===== src/pkg/np_regs_defines.svh =====
// offsets, field positions and reset values of the next page register bank
`ifndef NP_REGS_DEFINES_SVH
`define NP_REGS_DEFINES_SVH

`define NPR_OFS_EXP   5'h06
`define NPR_OFS_TX    5'h07
`define NPR_OFS_RX    5'h08

`define NPR_BIT_NP    15
`define NPR_BIT_ACK   14
`define NPR_BIT_MP    13
`define NPR_BIT_ACK2  12
`define NPR_BIT_TGL   11
`define NPR_CODE_MSB  10
`define NPR_BIT_PGRX  1

`define NPR_TX_RST    16'h2001
`define NPR_RX_RST    16'h0000
`define NPR_TX_WMASK  16'hBFFF

`endif


===== src/pkg/np_regs_pkg.sv =====
// types shared by the next page register bank
package np_regs_pkg;

  typedef logic [15:0] word_t;
  typedef logic [4:0]  addr_t;

  typedef enum {
    ACC_NONE,
    ACC_RD,
    ACC_WR
  } acc_t;

endpackage : np_regs_pkg


===== src/logic/autoneg_next_page_regs.sv =====
// next page transmit and partner receive registers with management port
//
// Functional notes
// - transmit bit 15 next page flag, writable, resets to zero
// - transmit bit 13 message page flag, writable, resets to one
// - transmit bit 12 ACK2, writable, resets to zero
// - transmit bit 11 toggle, writable, resets to zero
// - receive bit 15 shows partner has more next pages
// - receive bit 14 shows partner acknowledged our code word
// - receive bit 13 shows partner message page flag
// - receive bit 12 shows partner ACK2 value
// - receive bit 11 shows partner toggle bit
// - receive bits 10:0 hold partner code field, reset zero
// - new page sets latching page received flag, read clears it
`include "np_regs_defines.svh"

module autoneg_next_page_regs (
  // clock, reset, enable
  input  wire logic                clk_i,
  input  wire logic                rstn_i,
  input  wire logic                ce_i,
  // management register port
  input  wire np_regs_pkg::addr_t  reg_addr_i,
  input  wire np_regs_pkg::word_t  reg_wdata_i,
  input  wire logic                reg_wr_i,
  input  wire logic                reg_rd_i,
  output np_regs_pkg::word_t       reg_rdata_o,
  // partner page from negotiation logic
  input  wire logic                lp_page_valid_i,
  input  wire np_regs_pkg::word_t  lp_page_i,
  // local page toward negotiation logic
  output np_regs_pkg::word_t       tx_page_o,
  output logic                     tx_page_load_o
);
  import np_regs_pkg::*;

  typedef struct packed {
    word_t rdata;
  } top_state_t;

  top_state_t st_r;
  top_state_t st_nxt;

  acc_t  acc;
  logic  wr_tx;
  logic  rd_exp;
  word_t rx_page;
  logic  pg_flag;

  // access decode; write wins if a faulty master raises both
  always_comb begin
    if (reg_wr_i) begin
      acc = ACC_WR;
    end else if (reg_rd_i) begin
      acc = ACC_RD;
    end else begin
      acc = ACC_NONE;
    end
  end

  assign wr_tx  = (acc == ACC_WR) && (reg_addr_i == `NPR_OFS_TX);
  assign rd_exp = (acc == ACC_RD) && (reg_addr_i == `NPR_OFS_EXP);

  np_tx_page u_tx (
    .clk_i   (clk_i),
    .rstn_i  (rstn_i),
    .ce_i    (ce_i),
    .wr_i    (wr_tx),
    .wdata_i (reg_wdata_i),
    .page_o  (tx_page_o),
    .load_o  (tx_page_load_o)
  );

  np_rx_page u_rx (
    .clk_i   (clk_i),
    .rstn_i  (rstn_i),
    .ce_i    (ce_i),
    .valid_i (lp_page_valid_i),
    .word_i  (lp_page_i),
    .clr_i   (rd_exp),
    .page_o  (rx_page),
    .flag_o  (pg_flag)
  );

  // read data valid only in the cycle after the strobe, zero after other enabled cycles, held while enable is low
  always_comb begin
    st_nxt.rdata = '0;
    case (acc)
      ACC_RD: begin
        case (reg_addr_i)
          `NPR_OFS_EXP: begin
            // flag value before the clear of this same read
            st_nxt.rdata[`NPR_BIT_PGRX] = pg_flag;
          end
          `NPR_OFS_TX: begin
            st_nxt.rdata = tx_page_o;
          end
          `NPR_OFS_RX: begin
            st_nxt.rdata = rx_page;
          end
          default: begin
            st_nxt.rdata = '0;
          end
        endcase
      end
      ACC_WR: begin
        st_nxt.rdata = '0;
      end
      default: begin
        st_nxt.rdata = '0;
      end
    endcase
  end

  always_ff @(posedge clk_i or negedge rstn_i) begin
    if (!rstn_i) begin
      st_r <= '{rdata: 16'h0000};
    end else if (ce_i) begin
      st_r <= st_nxt;
    end
  end

  assign reg_rdata_o = st_r.rdata;

  // assertions

  property p_tx_rst;
    @(posedge clk_i) disable iff (!rstn_i)
      $rose(rstn_i) |-> (tx_page_o == `NPR_TX_RST);
  endproperty
  a_tx_rst: assert property (p_tx_rst)
    else $error("transmit page not at reset value");

  property p_np_wr;
    @(posedge clk_i) disable iff (!rstn_i)
      (ce_i && wr_tx)
      |=> (tx_page_o[`NPR_BIT_NP] == $past(reg_wdata_i[`NPR_BIT_NP]));
  endproperty
  a_np_wr: assert property (p_np_wr)
    else $error("next page flag not written");

  property p_mp_wr;
    @(posedge clk_i) disable iff (!rstn_i)
      (ce_i && wr_tx)
      |=> (tx_page_o[`NPR_BIT_MP] == $past(reg_wdata_i[`NPR_BIT_MP]));
  endproperty
  a_mp_wr: assert property (p_mp_wr)
    else $error("message page flag not written");

  property p_ack2_wr;
    @(posedge clk_i) disable iff (!rstn_i)
      (ce_i && wr_tx)
      |=> (tx_page_o[`NPR_BIT_ACK2] == $past(reg_wdata_i[`NPR_BIT_ACK2]));
  endproperty
  a_ack2_wr: assert property (p_ack2_wr)
    else $error("ack2 bit not written");

  property p_tgl_wr;
    @(posedge clk_i) disable iff (!rstn_i)
      (ce_i && wr_tx)
      |=> (tx_page_o[`NPR_BIT_TGL] == $past(reg_wdata_i[`NPR_BIT_TGL]));
  endproperty
  a_tgl_wr: assert property (p_tgl_wr)
    else $error("toggle bit not written");

  property p_code_rd;
    @(posedge clk_i) disable iff (!rstn_i)
      (ce_i && wr_tx)
      ##1 (ce_i && reg_rd_i && !reg_wr_i && (reg_addr_i == `NPR_OFS_TX))
      |=> (reg_rdata_o[`NPR_CODE_MSB:0] == $past(reg_wdata_i[`NPR_CODE_MSB:0], 2));
  endproperty
  a_code_rd: assert property (p_code_rd)
    else $error("code field read back differs");

  property p_rsvd;
    @(posedge clk_i) disable iff (!rstn_i)
      !tx_page_o[`NPR_BIT_ACK] && !(reg_rdata_o[`NPR_BIT_ACK] && $past(
        ce_i && reg_rd_i && !reg_wr_i && (reg_addr_i == `NPR_OFS_TX)));
  endproperty
  a_rsvd: assert property (p_rsvd)
    else $error("reserved bit 14 not zero");

  property p_rx_cap;
    @(posedge clk_i) disable iff (!rstn_i)
      (ce_i && lp_page_valid_i)
      ##1 (ce_i && reg_rd_i && !reg_wr_i && (reg_addr_i == `NPR_OFS_RX))
      |=> (reg_rdata_o == $past(lp_page_i, 2));
  endproperty
  a_rx_cap: assert property (p_rx_cap)
    else $error("received page not captured");

  property p_rx_hold;
    @(posedge clk_i) disable iff (!rstn_i)
      !(ce_i && lp_page_valid_i) |=> $stable(rx_page);
  endproperty
  a_rx_hold: assert property (p_rx_hold)
    else $error("received page changed without a page");

  property p_flag_set;
    @(posedge clk_i) disable iff (!rstn_i)
      (ce_i && lp_page_valid_i)
      ##1 (ce_i && rd_exp)
      |=> reg_rdata_o[`NPR_BIT_PGRX];
  endproperty
  a_flag_set: assert property (p_flag_set)
    else $error("page received flag not set");

  property p_flag_clr;
    @(posedge clk_i) disable iff (!rstn_i)
      (ce_i && rd_exp && !lp_page_valid_i)
      ##1 (ce_i && rd_exp && !lp_page_valid_i)
      |=> !reg_rdata_o[`NPR_BIT_PGRX];
  endproperty
  a_flag_clr: assert property (p_flag_clr)
    else $error("page received flag not cleared by read");

  property p_flag_race;
    @(posedge clk_i) disable iff (!rstn_i)
      (ce_i && rd_exp && lp_page_valid_i) |=> pg_flag;
  endproperty
  a_flag_race: assert property (p_flag_race)
    else $error("page lost in the clearing cycle");

  property p_load;
    @(posedge clk_i) disable iff (!rstn_i)
      (ce_i && wr_tx) |=> tx_page_load_o;
  endproperty
  a_load: assert property (p_load)
    else $error("load pulse wrong");

  property p_rdata_idle;
    @(posedge clk_i) disable iff (!rstn_i)
      (ce_i && !(reg_rd_i && !reg_wr_i)) |=> (reg_rdata_o == 16'h0000);
  endproperty
  a_rdata_idle: assert property (p_rdata_idle)
    else $error("read data outside read answer");

  property p_freeze;
    @(posedge clk_i) disable iff (!rstn_i)
      !ce_i |=> ($stable(reg_rdata_o) && $stable(tx_page_o) && $stable(pg_flag));
  endproperty
  a_freeze: assert property (p_freeze)
    else $error("state moved while enable low");

  // a pulse frozen by a low enable must not be taken for a second write
  property p_load_end;
    @(posedge clk_i) disable iff (!rstn_i)
      (ce_i && !wr_tx) |=> !tx_page_load_o;
  endproperty
  a_load_end: assert property (p_load_end)
    else $error("load pulse without a write");

  property p_load_hold;
    @(posedge clk_i) disable iff (!rstn_i)
      !ce_i |=> $stable(tx_page_load_o);
  endproperty
  a_load_hold: assert property (p_load_hold)
    else $error("load pulse moved while enable low");

  property p_tx_hold;
    @(posedge clk_i) disable iff (!rstn_i)
      !(ce_i && wr_tx) |=> $stable(tx_page_o);
  endproperty
  a_tx_hold: assert property (p_tx_hold)
    else $error("transmit page changed without a write");

  property p_tx_rd;
    @(posedge clk_i) disable iff (!rstn_i)
      (ce_i && reg_rd_i && !reg_wr_i && (reg_addr_i == `NPR_OFS_TX))
      |=> (reg_rdata_o == $past(tx_page_o));
  endproperty
  a_tx_rd: assert property (p_tx_rd)
    else $error("transmit page read back wrong");

  property p_rx_rd;
    @(posedge clk_i) disable iff (!rstn_i)
      (ce_i && reg_rd_i && !reg_wr_i && (reg_addr_i == `NPR_OFS_RX))
      |=> (reg_rdata_o == $past(rx_page));
  endproperty
  a_rx_rd: assert property (p_rx_rd)
    else $error("received page read back wrong");

  property p_exp_rd;
    @(posedge clk_i) disable iff (!rstn_i)
      (ce_i && rd_exp) |=> (reg_rdata_o == {14'h0000, $past(pg_flag), 1'b0});
  endproperty
  a_exp_rd: assert property (p_exp_rd)
    else $error("flag register read back wrong");

  property p_other_rd;
    @(posedge clk_i) disable iff (!rstn_i)
      (ce_i && reg_rd_i && !reg_wr_i && (reg_addr_i != `NPR_OFS_EXP)
        && (reg_addr_i != `NPR_OFS_TX) && (reg_addr_i != `NPR_OFS_RX))
      |=> (reg_rdata_o == 16'h0000);
  endproperty
  a_other_rd: assert property (p_other_rd)
    else $error("unmapped read not zero");

  property p_flag_keep;
    @(posedge clk_i) disable iff (!rstn_i)
      (pg_flag && !(ce_i && rd_exp)) |=> pg_flag;
  endproperty
  a_flag_keep: assert property (p_flag_keep)
    else $error("page received flag dropped without a read");

  property p_flag_src;
    @(posedge clk_i) disable iff (!rstn_i)
      (!pg_flag && !(ce_i && lp_page_valid_i)) |=> !pg_flag;
  endproperty
  a_flag_src: assert property (p_flag_src)
    else $error("page received flag set without a page");

  property p_rst_vals;
    @(posedge clk_i) disable iff (!rstn_i)
      $rose(rstn_i) |-> (!tx_page_load_o && !pg_flag && (rx_page == `NPR_RX_RST)
        && (reg_rdata_o == 16'h0000));
  endproperty
  a_rst_vals: assert property (p_rst_vals)
    else $error("receive side not at reset value");

  // covers

  property p_cv_tx_wr;
    @(posedge clk_i) disable iff (!rstn_i)
      (ce_i && wr_tx) ##1 tx_page_load_o;
  endproperty
  c_tx_wr: cover property (p_cv_tx_wr);

  property p_cv_rx_rd;
    @(posedge clk_i) disable iff (!rstn_i)
      (ce_i && lp_page_valid_i)
      ##[1:8] (ce_i && reg_rd_i && (reg_addr_i == `NPR_OFS_RX));
  endproperty
  c_rx_rd: cover property (p_cv_rx_rd);

  property p_cv_flag;
    @(posedge clk_i) disable iff (!rstn_i)
      (ce_i && lp_page_valid_i) ##1 (ce_i && rd_exp) ##1 reg_rdata_o[`NPR_BIT_PGRX];
  endproperty
  c_flag: cover property (p_cv_flag);

  property p_cv_race;
    @(posedge clk_i) disable iff (!rstn_i)
      ce_i && rd_exp && lp_page_valid_i;
  endproperty
  c_race: cover property (p_cv_race);

endmodule : autoneg_next_page_regs


===== src/logic/np_tx_page.sv =====
// transmit next page register with load pulse toward the negotiation logic
`include "np_regs_defines.svh"

module np_tx_page (
  // clock and reset
  input  wire logic              clk_i,
  input  wire logic              rstn_i,
  input  wire logic              ce_i,
  // software write
  input  wire logic              wr_i,
  input  wire np_regs_pkg::word_t wdata_i,
  // toward link
  output np_regs_pkg::word_t     page_o,
  output logic                   load_o
);
  import np_regs_pkg::*;

  typedef struct packed {
    word_t page;
    logic  load;
  } tx_state_t;

  tx_state_t st_r;
  tx_state_t st_nxt;

  always_comb begin
    st_nxt      = st_r;
    st_nxt.load = 1'b0;
    if (wr_i) begin
      // bit 14 masked so it always reads zero
      st_nxt.page = wdata_i & `NPR_TX_WMASK;
      st_nxt.load = 1'b1;
    end
  end

  always_ff @(posedge clk_i or negedge rstn_i) begin
    if (!rstn_i) begin
      st_r <= '{page: `NPR_TX_RST, load: 1'b0};
    end else if (ce_i) begin
      st_r <= st_nxt;
    end
  end

  assign page_o = st_r.page;
  assign load_o = st_r.load;

endmodule : np_tx_page


===== src/logic/np_rx_page.sv =====
// partner next page capture with latching-high page received flag
`include "np_regs_defines.svh"

module np_rx_page (
  // clock and reset
  input  wire logic              clk_i,
  input  wire logic              rstn_i,
  input  wire logic              ce_i,
  // from link
  input  wire logic              valid_i,
  input  wire np_regs_pkg::word_t word_i,
  // software side
  input  wire logic              clr_i,
  output np_regs_pkg::word_t     page_o,
  output logic                   flag_o
);
  import np_regs_pkg::*;

  typedef struct packed {
    word_t page;
    logic  flag;
  } rx_state_t;

  rx_state_t st_r;
  rx_state_t st_nxt;

  always_comb begin
    st_nxt = st_r;
    if (clr_i) begin
      st_nxt.flag = 1'b0;
    end
    // a page in the clearing cycle still sets the flag
    if (valid_i) begin
      st_nxt.page = word_i;
      st_nxt.flag = 1'b1;
    end
  end

  always_ff @(posedge clk_i or negedge rstn_i) begin
    if (!rstn_i) begin
      st_r <= '{page: `NPR_RX_RST, flag: 1'b0};
    end else if (ce_i) begin
      st_r <= st_nxt;
    end
  end

  assign page_o = st_r.page;
  assign flag_o = st_r.flag;

endmodule : np_rx_page


===== config.mk =====
export PLATFORM = sky130hd
export DESIGN_NAME = autoneg_next_page_regs
export DESIGN_NICKNAME = d
export VERILOG_FILES = /design/src/pkg/np_regs_pkg.sv /design/src/logic/autoneg_next_page_regs.sv /design/src/logic/np_tx_page.sv /design/src/logic/np_rx_page.sv
export VERILOG_INCLUDE_DIRS = /design/src /design/src/pkg
export SDC_FILE = /design/constraint.sdc
export NUM_CORES = 1
export LEC_CHECK = 0
export ABC_CLOCK_PERIOD_IN_PS = 2360
export BUFFER_PORTS_ARGS = -buffer_cell sky130_fd_sc_hd__buf_2
export CAP_MARGIN = 20
export CORE_MARGIN = 8
export CORE_UTILIZATION = 50
export DETAILED_ROUTE_END_ITERATION = 16
export GPL_TIMING_DRIVEN = 0
export PLACE_DENSITY_LB_ADDON = 0.1
export SLEW_MARGIN = 20
export SYNTH_ARGS = -nofsm -noshare
export SYNTH_HDL_FRONTEND = slang
export SYNTH_HIERARCHICAL = 1
export SYNTH_SLANG_ARGS = --single-unit

===== constraint.sdc =====
create_clock -name clk_i -period 2.36 [get_ports clk_i]
set_clock_uncertainty 0.05 [all_clocks]
set_input_delay 0.118 -clock clk_i [delete_from_list [all_inputs] [get_ports clk_i]]
set_output_delay 0.118 -clock clk_i [all_outputs]
set_load 0.02 [all_outputs]

* After elaboration in Yosys (flattened, before gate mapping) *
Index checks and enable logic that the tools add are counted.

storage, ports and cells
  output and inout port bits = 33
  input bits = 43
  logic and storage cells = 26
  register bits = 49

operators by class
  reductions and logical operators = 6
  equal/unequal tests = 6
  multiplexer cells = 9

operators by type and width
  kind                                             count
  == test 32 x 1 -> 1 bit (second input constant)  1
  == test 32 x 2 -> 1 bit (second input constant)  1
  == test 32 x 3 -> 1 bit (second input constant)  1
  2-to-1 mux 32 bit                                1
  one-hot mux 14 bit (2 select lines)              1
  2-to-1 mux 16 bit                                1
  == test 5 x 3 -> 1 bit (second input constant)   2
  AND reduction 2 bit                              3
  == test 5 x 4 -> 1 bit (second input constant)   1
  2-to-1 mux 1 bit                                 4
  one-hot mux 1 bit (3 select lines)               1
  logical AND 1 bit                                2
  one-hot mux 1 bit (2 select lines)               1
  nonzero test 2 bit                               1

* Longest topological paths before layout *
  depth in word-level cells = 6
  depth in mapped cells = 6
  depth with buffers taken out = 4

* By module *
Netlist, hierarchy kept.

modules (own cells, without submodules)
  module                  cells each  instances  area each (um^2)  sequential area each (um^2)
  autoneg_next_page_regs  100         1          950.9             400.4
  np_rx_page              37          1          688.2             425.4
  np_tx_page              37          1          651.9             402.9

* Worst setup path before layout *
OpenSTA, ideal clock, no wires.

  path kind = input port to flip-flop
  start point = input reg_addr_i[4]
  end point = register u_tx.st_r, in the netlist u_tx/page_o[10]
  setup time = 0.125 ns
  arrival time = 1.282 ns
  path buffers = 2
  path slack = 0.903 ns
  required time = 2.185 ns
  stages on the path = 6
  cell sequence = nor4bb_1 > buf_2 > and3_1 > nand2_4 > buf_8 > mux2_4

on the way
  longest elaborated chain between the ends = 3

ends and longest elaborated chain
  item                                  line                          RTL
  from (decl)                           autoneg_next_page_regs.sv:23  input wire np_regs_pkg::addr_t reg_addr_i,
  == test 5 x 3 -> 1 bit                --
  logical AND 1 bit                     autoneg_next_page_regs.sv:61  assign wr_tx = (acc == ACC_WR) && (reg_addr_i == `NPR_OFS_TX);
  via wr_tx                             autoneg_next_page_regs.sv:45  logic wr_tx;
  AND reduction 2 bit (no source line)  --
  to (signal assigned)                  np_tx_page.sv:38              st_r <= '{page: `NPR_TX_RST, load: 1'b0};
  to (signal assigned)                  np_tx_page.sv:40              st_r <= st_nxt;
  to (decl)                             np_tx_page.sv:23              tx_state_t st_r;

The timed path passes the listed nets, and every way through them passes these cells.
A chain may end at the register's enable or synchronous reset.

* Worst setup path after layout *
  start point = input reg_addr_i[4]
  end point = register u_tx.st_r, in the netlist u_tx/page_o[6]

Same word-level chain as after synthesis.

==> run summary <==
Post-CTS setup buffers -> 0
Reg2Reg Depth -> 3
Post-route DRC -> 0
Synth cell types -> 31
Slew headroom -> 0.590
Number of global-route vias before repair -> 1954
Ranking of synthesized cells by area -> dfrtp_1 (51%), mux2_4 (12%), mux2_2 (5.9%)
IO Pins -> 76
Reg2Reg Capture Point -> reg_rdata_o[1]
Actual slew at the worst max-slew pin -> 0.615 ns
Syn. warnings -> 6
Critical R2R Launch -> u_tx/page_o[1]
GRT Residual Overflow -> 0
Clock tree buffer depth -> 2
FP Rows -> 24
Worst-path cell chain -> buf_2 > nor4bb_1 > buf_2 > and3_1 > nand2_4 > buf_8 > mux2_4
Initial DRC count -> 55
Leak Pwr -> 1.56 nW
CTS buffer count -> 5
Hpwl dp -> 3970 um
Maximum level of the CTS H-tree -> 2
Pins over their slew limit -> 0
Share of layout cells above drive strength 1 -> 0.456
Starting Density -> 0.523
Mean post-synth cell area -> 13.2 um2
Initial antenna violation count -> 1
First-pass GRT wire length -> 9320 um
Hold Crit Depth -> 2
WP data required -> 2.50 ns
Largest net degree at the start of global routing -> 50
Flop-to-flop setup slack -> 1.22 ns
GPL Wtd Cong -> 0.734
Max stage delay on crit path -> 0.30 ns
Hold Path Sink -> u_rx/page_o[9]
Outcome -> completed
# fillers -> 322
Clk sinks -> 49
Final period utilization -> 0.591
Port bufs -> 72
Root buf cell -> clkbuf_8
Vias -> 1737
Max_cap viols -> 0
CTS tree -> built
Core area -> 4380 um2
Worst setup SP type -> input port
Cell area after synthesis -> 2290 um2
ANT cells -> 0
Chip Height -> 83.7 um
Number of nets with antenna violations after detailed routing -> 0
Nets -> 325
Worst Path Arrival -> 1.53 ns
Worst-path fanout max -> 10
Setup crit end kind -> flip-flop
Fin. Hold Viols -> 0
Final TNS setup -> 0 ns
Area Overhead vs Synth -> 35.1%
Worst IR Drop VDD -> 0.543 mV
Share of Yosys cell area claimed by the top area cell type -> 0.513
Synth Instances -> 174
Final wirelength -> 5550 um
Post-synth top area cell -> dfrtp_1
Post-DR wirelength/cell -> 16.6 um
CP dominant cell by count -> buf_2
Hold_sp -> lp_page_i[9]
Highest Clock Rate -> 0.717 GHz
Pwr Density -> 579 nW/um2
RSZ-0062 raised after global routing -> false
Crit path kind -> input port to flip-flop
Tmin final -> 1.39 ns
Reg clk slew, reported paths -> 0.09 ns
Vias/cell -> 5.19
Syn_nets -> 217
HP Class -> input port to flip-flop
Clk_lat worst skew -> 0.30 ns
Die width -> 83.7 um
WHS -> 0.00838 ns
Crit path max-delay cell type -> mux2_4
Seq/Total Area, Yosys -> 0.536
DRT Pass-1 Iters -> 4
Setup violators final -> 0
Synthesized flop and latch total -> 49
GRT Total Usage -> 0.160
Die ar. -> 7000 um2
worst max-delay path: cells and delay by family:
family / cells / cell delay [ns]
multiplexers: 1 / 0.30
AND/OR/NAND/NOR: 3 / 0.57
buffers and inverters: 3 / 0.53
cells in the final DEF, fill, tap and decap left out, drive strengths merged, types with 2 or more instances in the layout:
cell type and instances:
a311o 7, buf 83, clkbuf 8, clkinv 2, dfrtp 47, dfstp 2
dlygate4sd3 29, inv 10, mux2 31, nand2 9, nand3 9, nand4 9
nor2b 8, nor3 8, o221ai 9
timing repair:
action / CTS / global route
hold buffers: 27 / 2
endpoints found under the hold margin: 28 / 2
gates resized for setup: 0 / 0
how the worst max path moves through the flow:
| stage | to | startpoint | depth (start not counted) |
|---|---|---|---|
| floorplan | u_tx/page_o[10] | reg_addr_i[4] | 6 |
| CTS | u_tx/page_o[6] | reg_addr_i[4] | 7 |
| finish | u_tx/page_o[6] | reg_addr_i[4] | 7 |
| global route | u_tx/page_o[6] | reg_addr_i[4] | 7 |
| global placement | u_tx/page_o[6] | reg_addr_i[4] | 7 |
| detailed placement | u_tx/page_o[6] | reg_addr_i[4] | 7 |
layout make-up:
cell class,count,area [um2],area share
Clock buffer,5,68.8,0.0222
Timing Repair Buffer,101,653,0.211
Multi-Input combinational cell,101,912,0.295
Inverter,10,37.5,0.0121
Sequential cell,49,1230,0.397
Clock inverter,3,17.5,0.00566
Tap cell,52,65.1,0.0210
Buffer,14,113,0.0364
synthesized netlist by cell type:
cell / n
clkbuf_1: 3
mux2_4: 19
inv_1: 10
nor3_1: 7
nor4b_1: 1
buf_6: 3
dfstp_2: 2
buf_4: 1
nand4_1: 9
nor3_4: 1
nand4bb_1: 1
and2_1: 1
a22o_2: 1
and3b_1: 1
buf_2: 5
nand2_4: 2
nand2_1: 7
nor4bb_1: 1
mux2_2: 12
a311o_1: 7
dfrtp_1: 47
nor2b_1: 8
buf_12: 1
buf_8: 1
nand3_1: 9
mux2i_1: 1
conb_1: 1
o21ai_0: 1
nand3b_2: 1
o221ai_1: 9
and3_1: 1
sequential cells by signal (all words and copies together), names as in the netlist:
register / cells
reg_rdata_o: 16
u_rx/flag_o: 1
u_rx/page_o: 16
u_tx/load_o: 1
u_tx/page_o: 15
kinds of logic after synthesis:
| kind of cell | share of synthesized area |
|---|---|
| other | 0.00164 |
| flip-flops | 0.536 |
| buffers and inverters | 0.0655 |
| AO/OA/AOI/OAI | 0.0715 |
| multiplexers | 0.188 |
| AND/OR/NAND/NOR | 0.137 |
layer usage:
layer	up-vias	GRT usage	part of all wire
li1	845	-	-
met1	834	0.181	0.42
met2	47	0.276	0.50
met3	9	0.0596	0.063
met4	2	0.0424	0.0095
met5	-	0	0.0023
report_power, final:
part | internal [mW] | switching (mW) | total, mW
combinational | 0.186 | 0.154 | 0.340
clock | 0.205 | 0.276 | 0.481
sequential | 0.919 | 0.0527 | 0.972
per-stage QoR:
stage | setup WS (ns) | total power [mW] | util | std cells | cell area [um2]
5_1_grt | 0.856 | 1.88 | 0.706 | 335 | 3100
3_5_place_dp | 0.665 | 1.29 | 0.620 | 298 | 2720
2_1_floorplan | 0.903 | 1.17 | - | 174 | 2290
4_1_cts | 0.979 | 1.81 | 0.701 | 333 | 3070
3_3_place_gp | 0.659 | 1.29 | 0.620 | 298 | 2720
6_report | 0.966 | 1.79 | 0.706 | 335 | 3100
No activity file was read; power rests on OpenSTA's default activity.
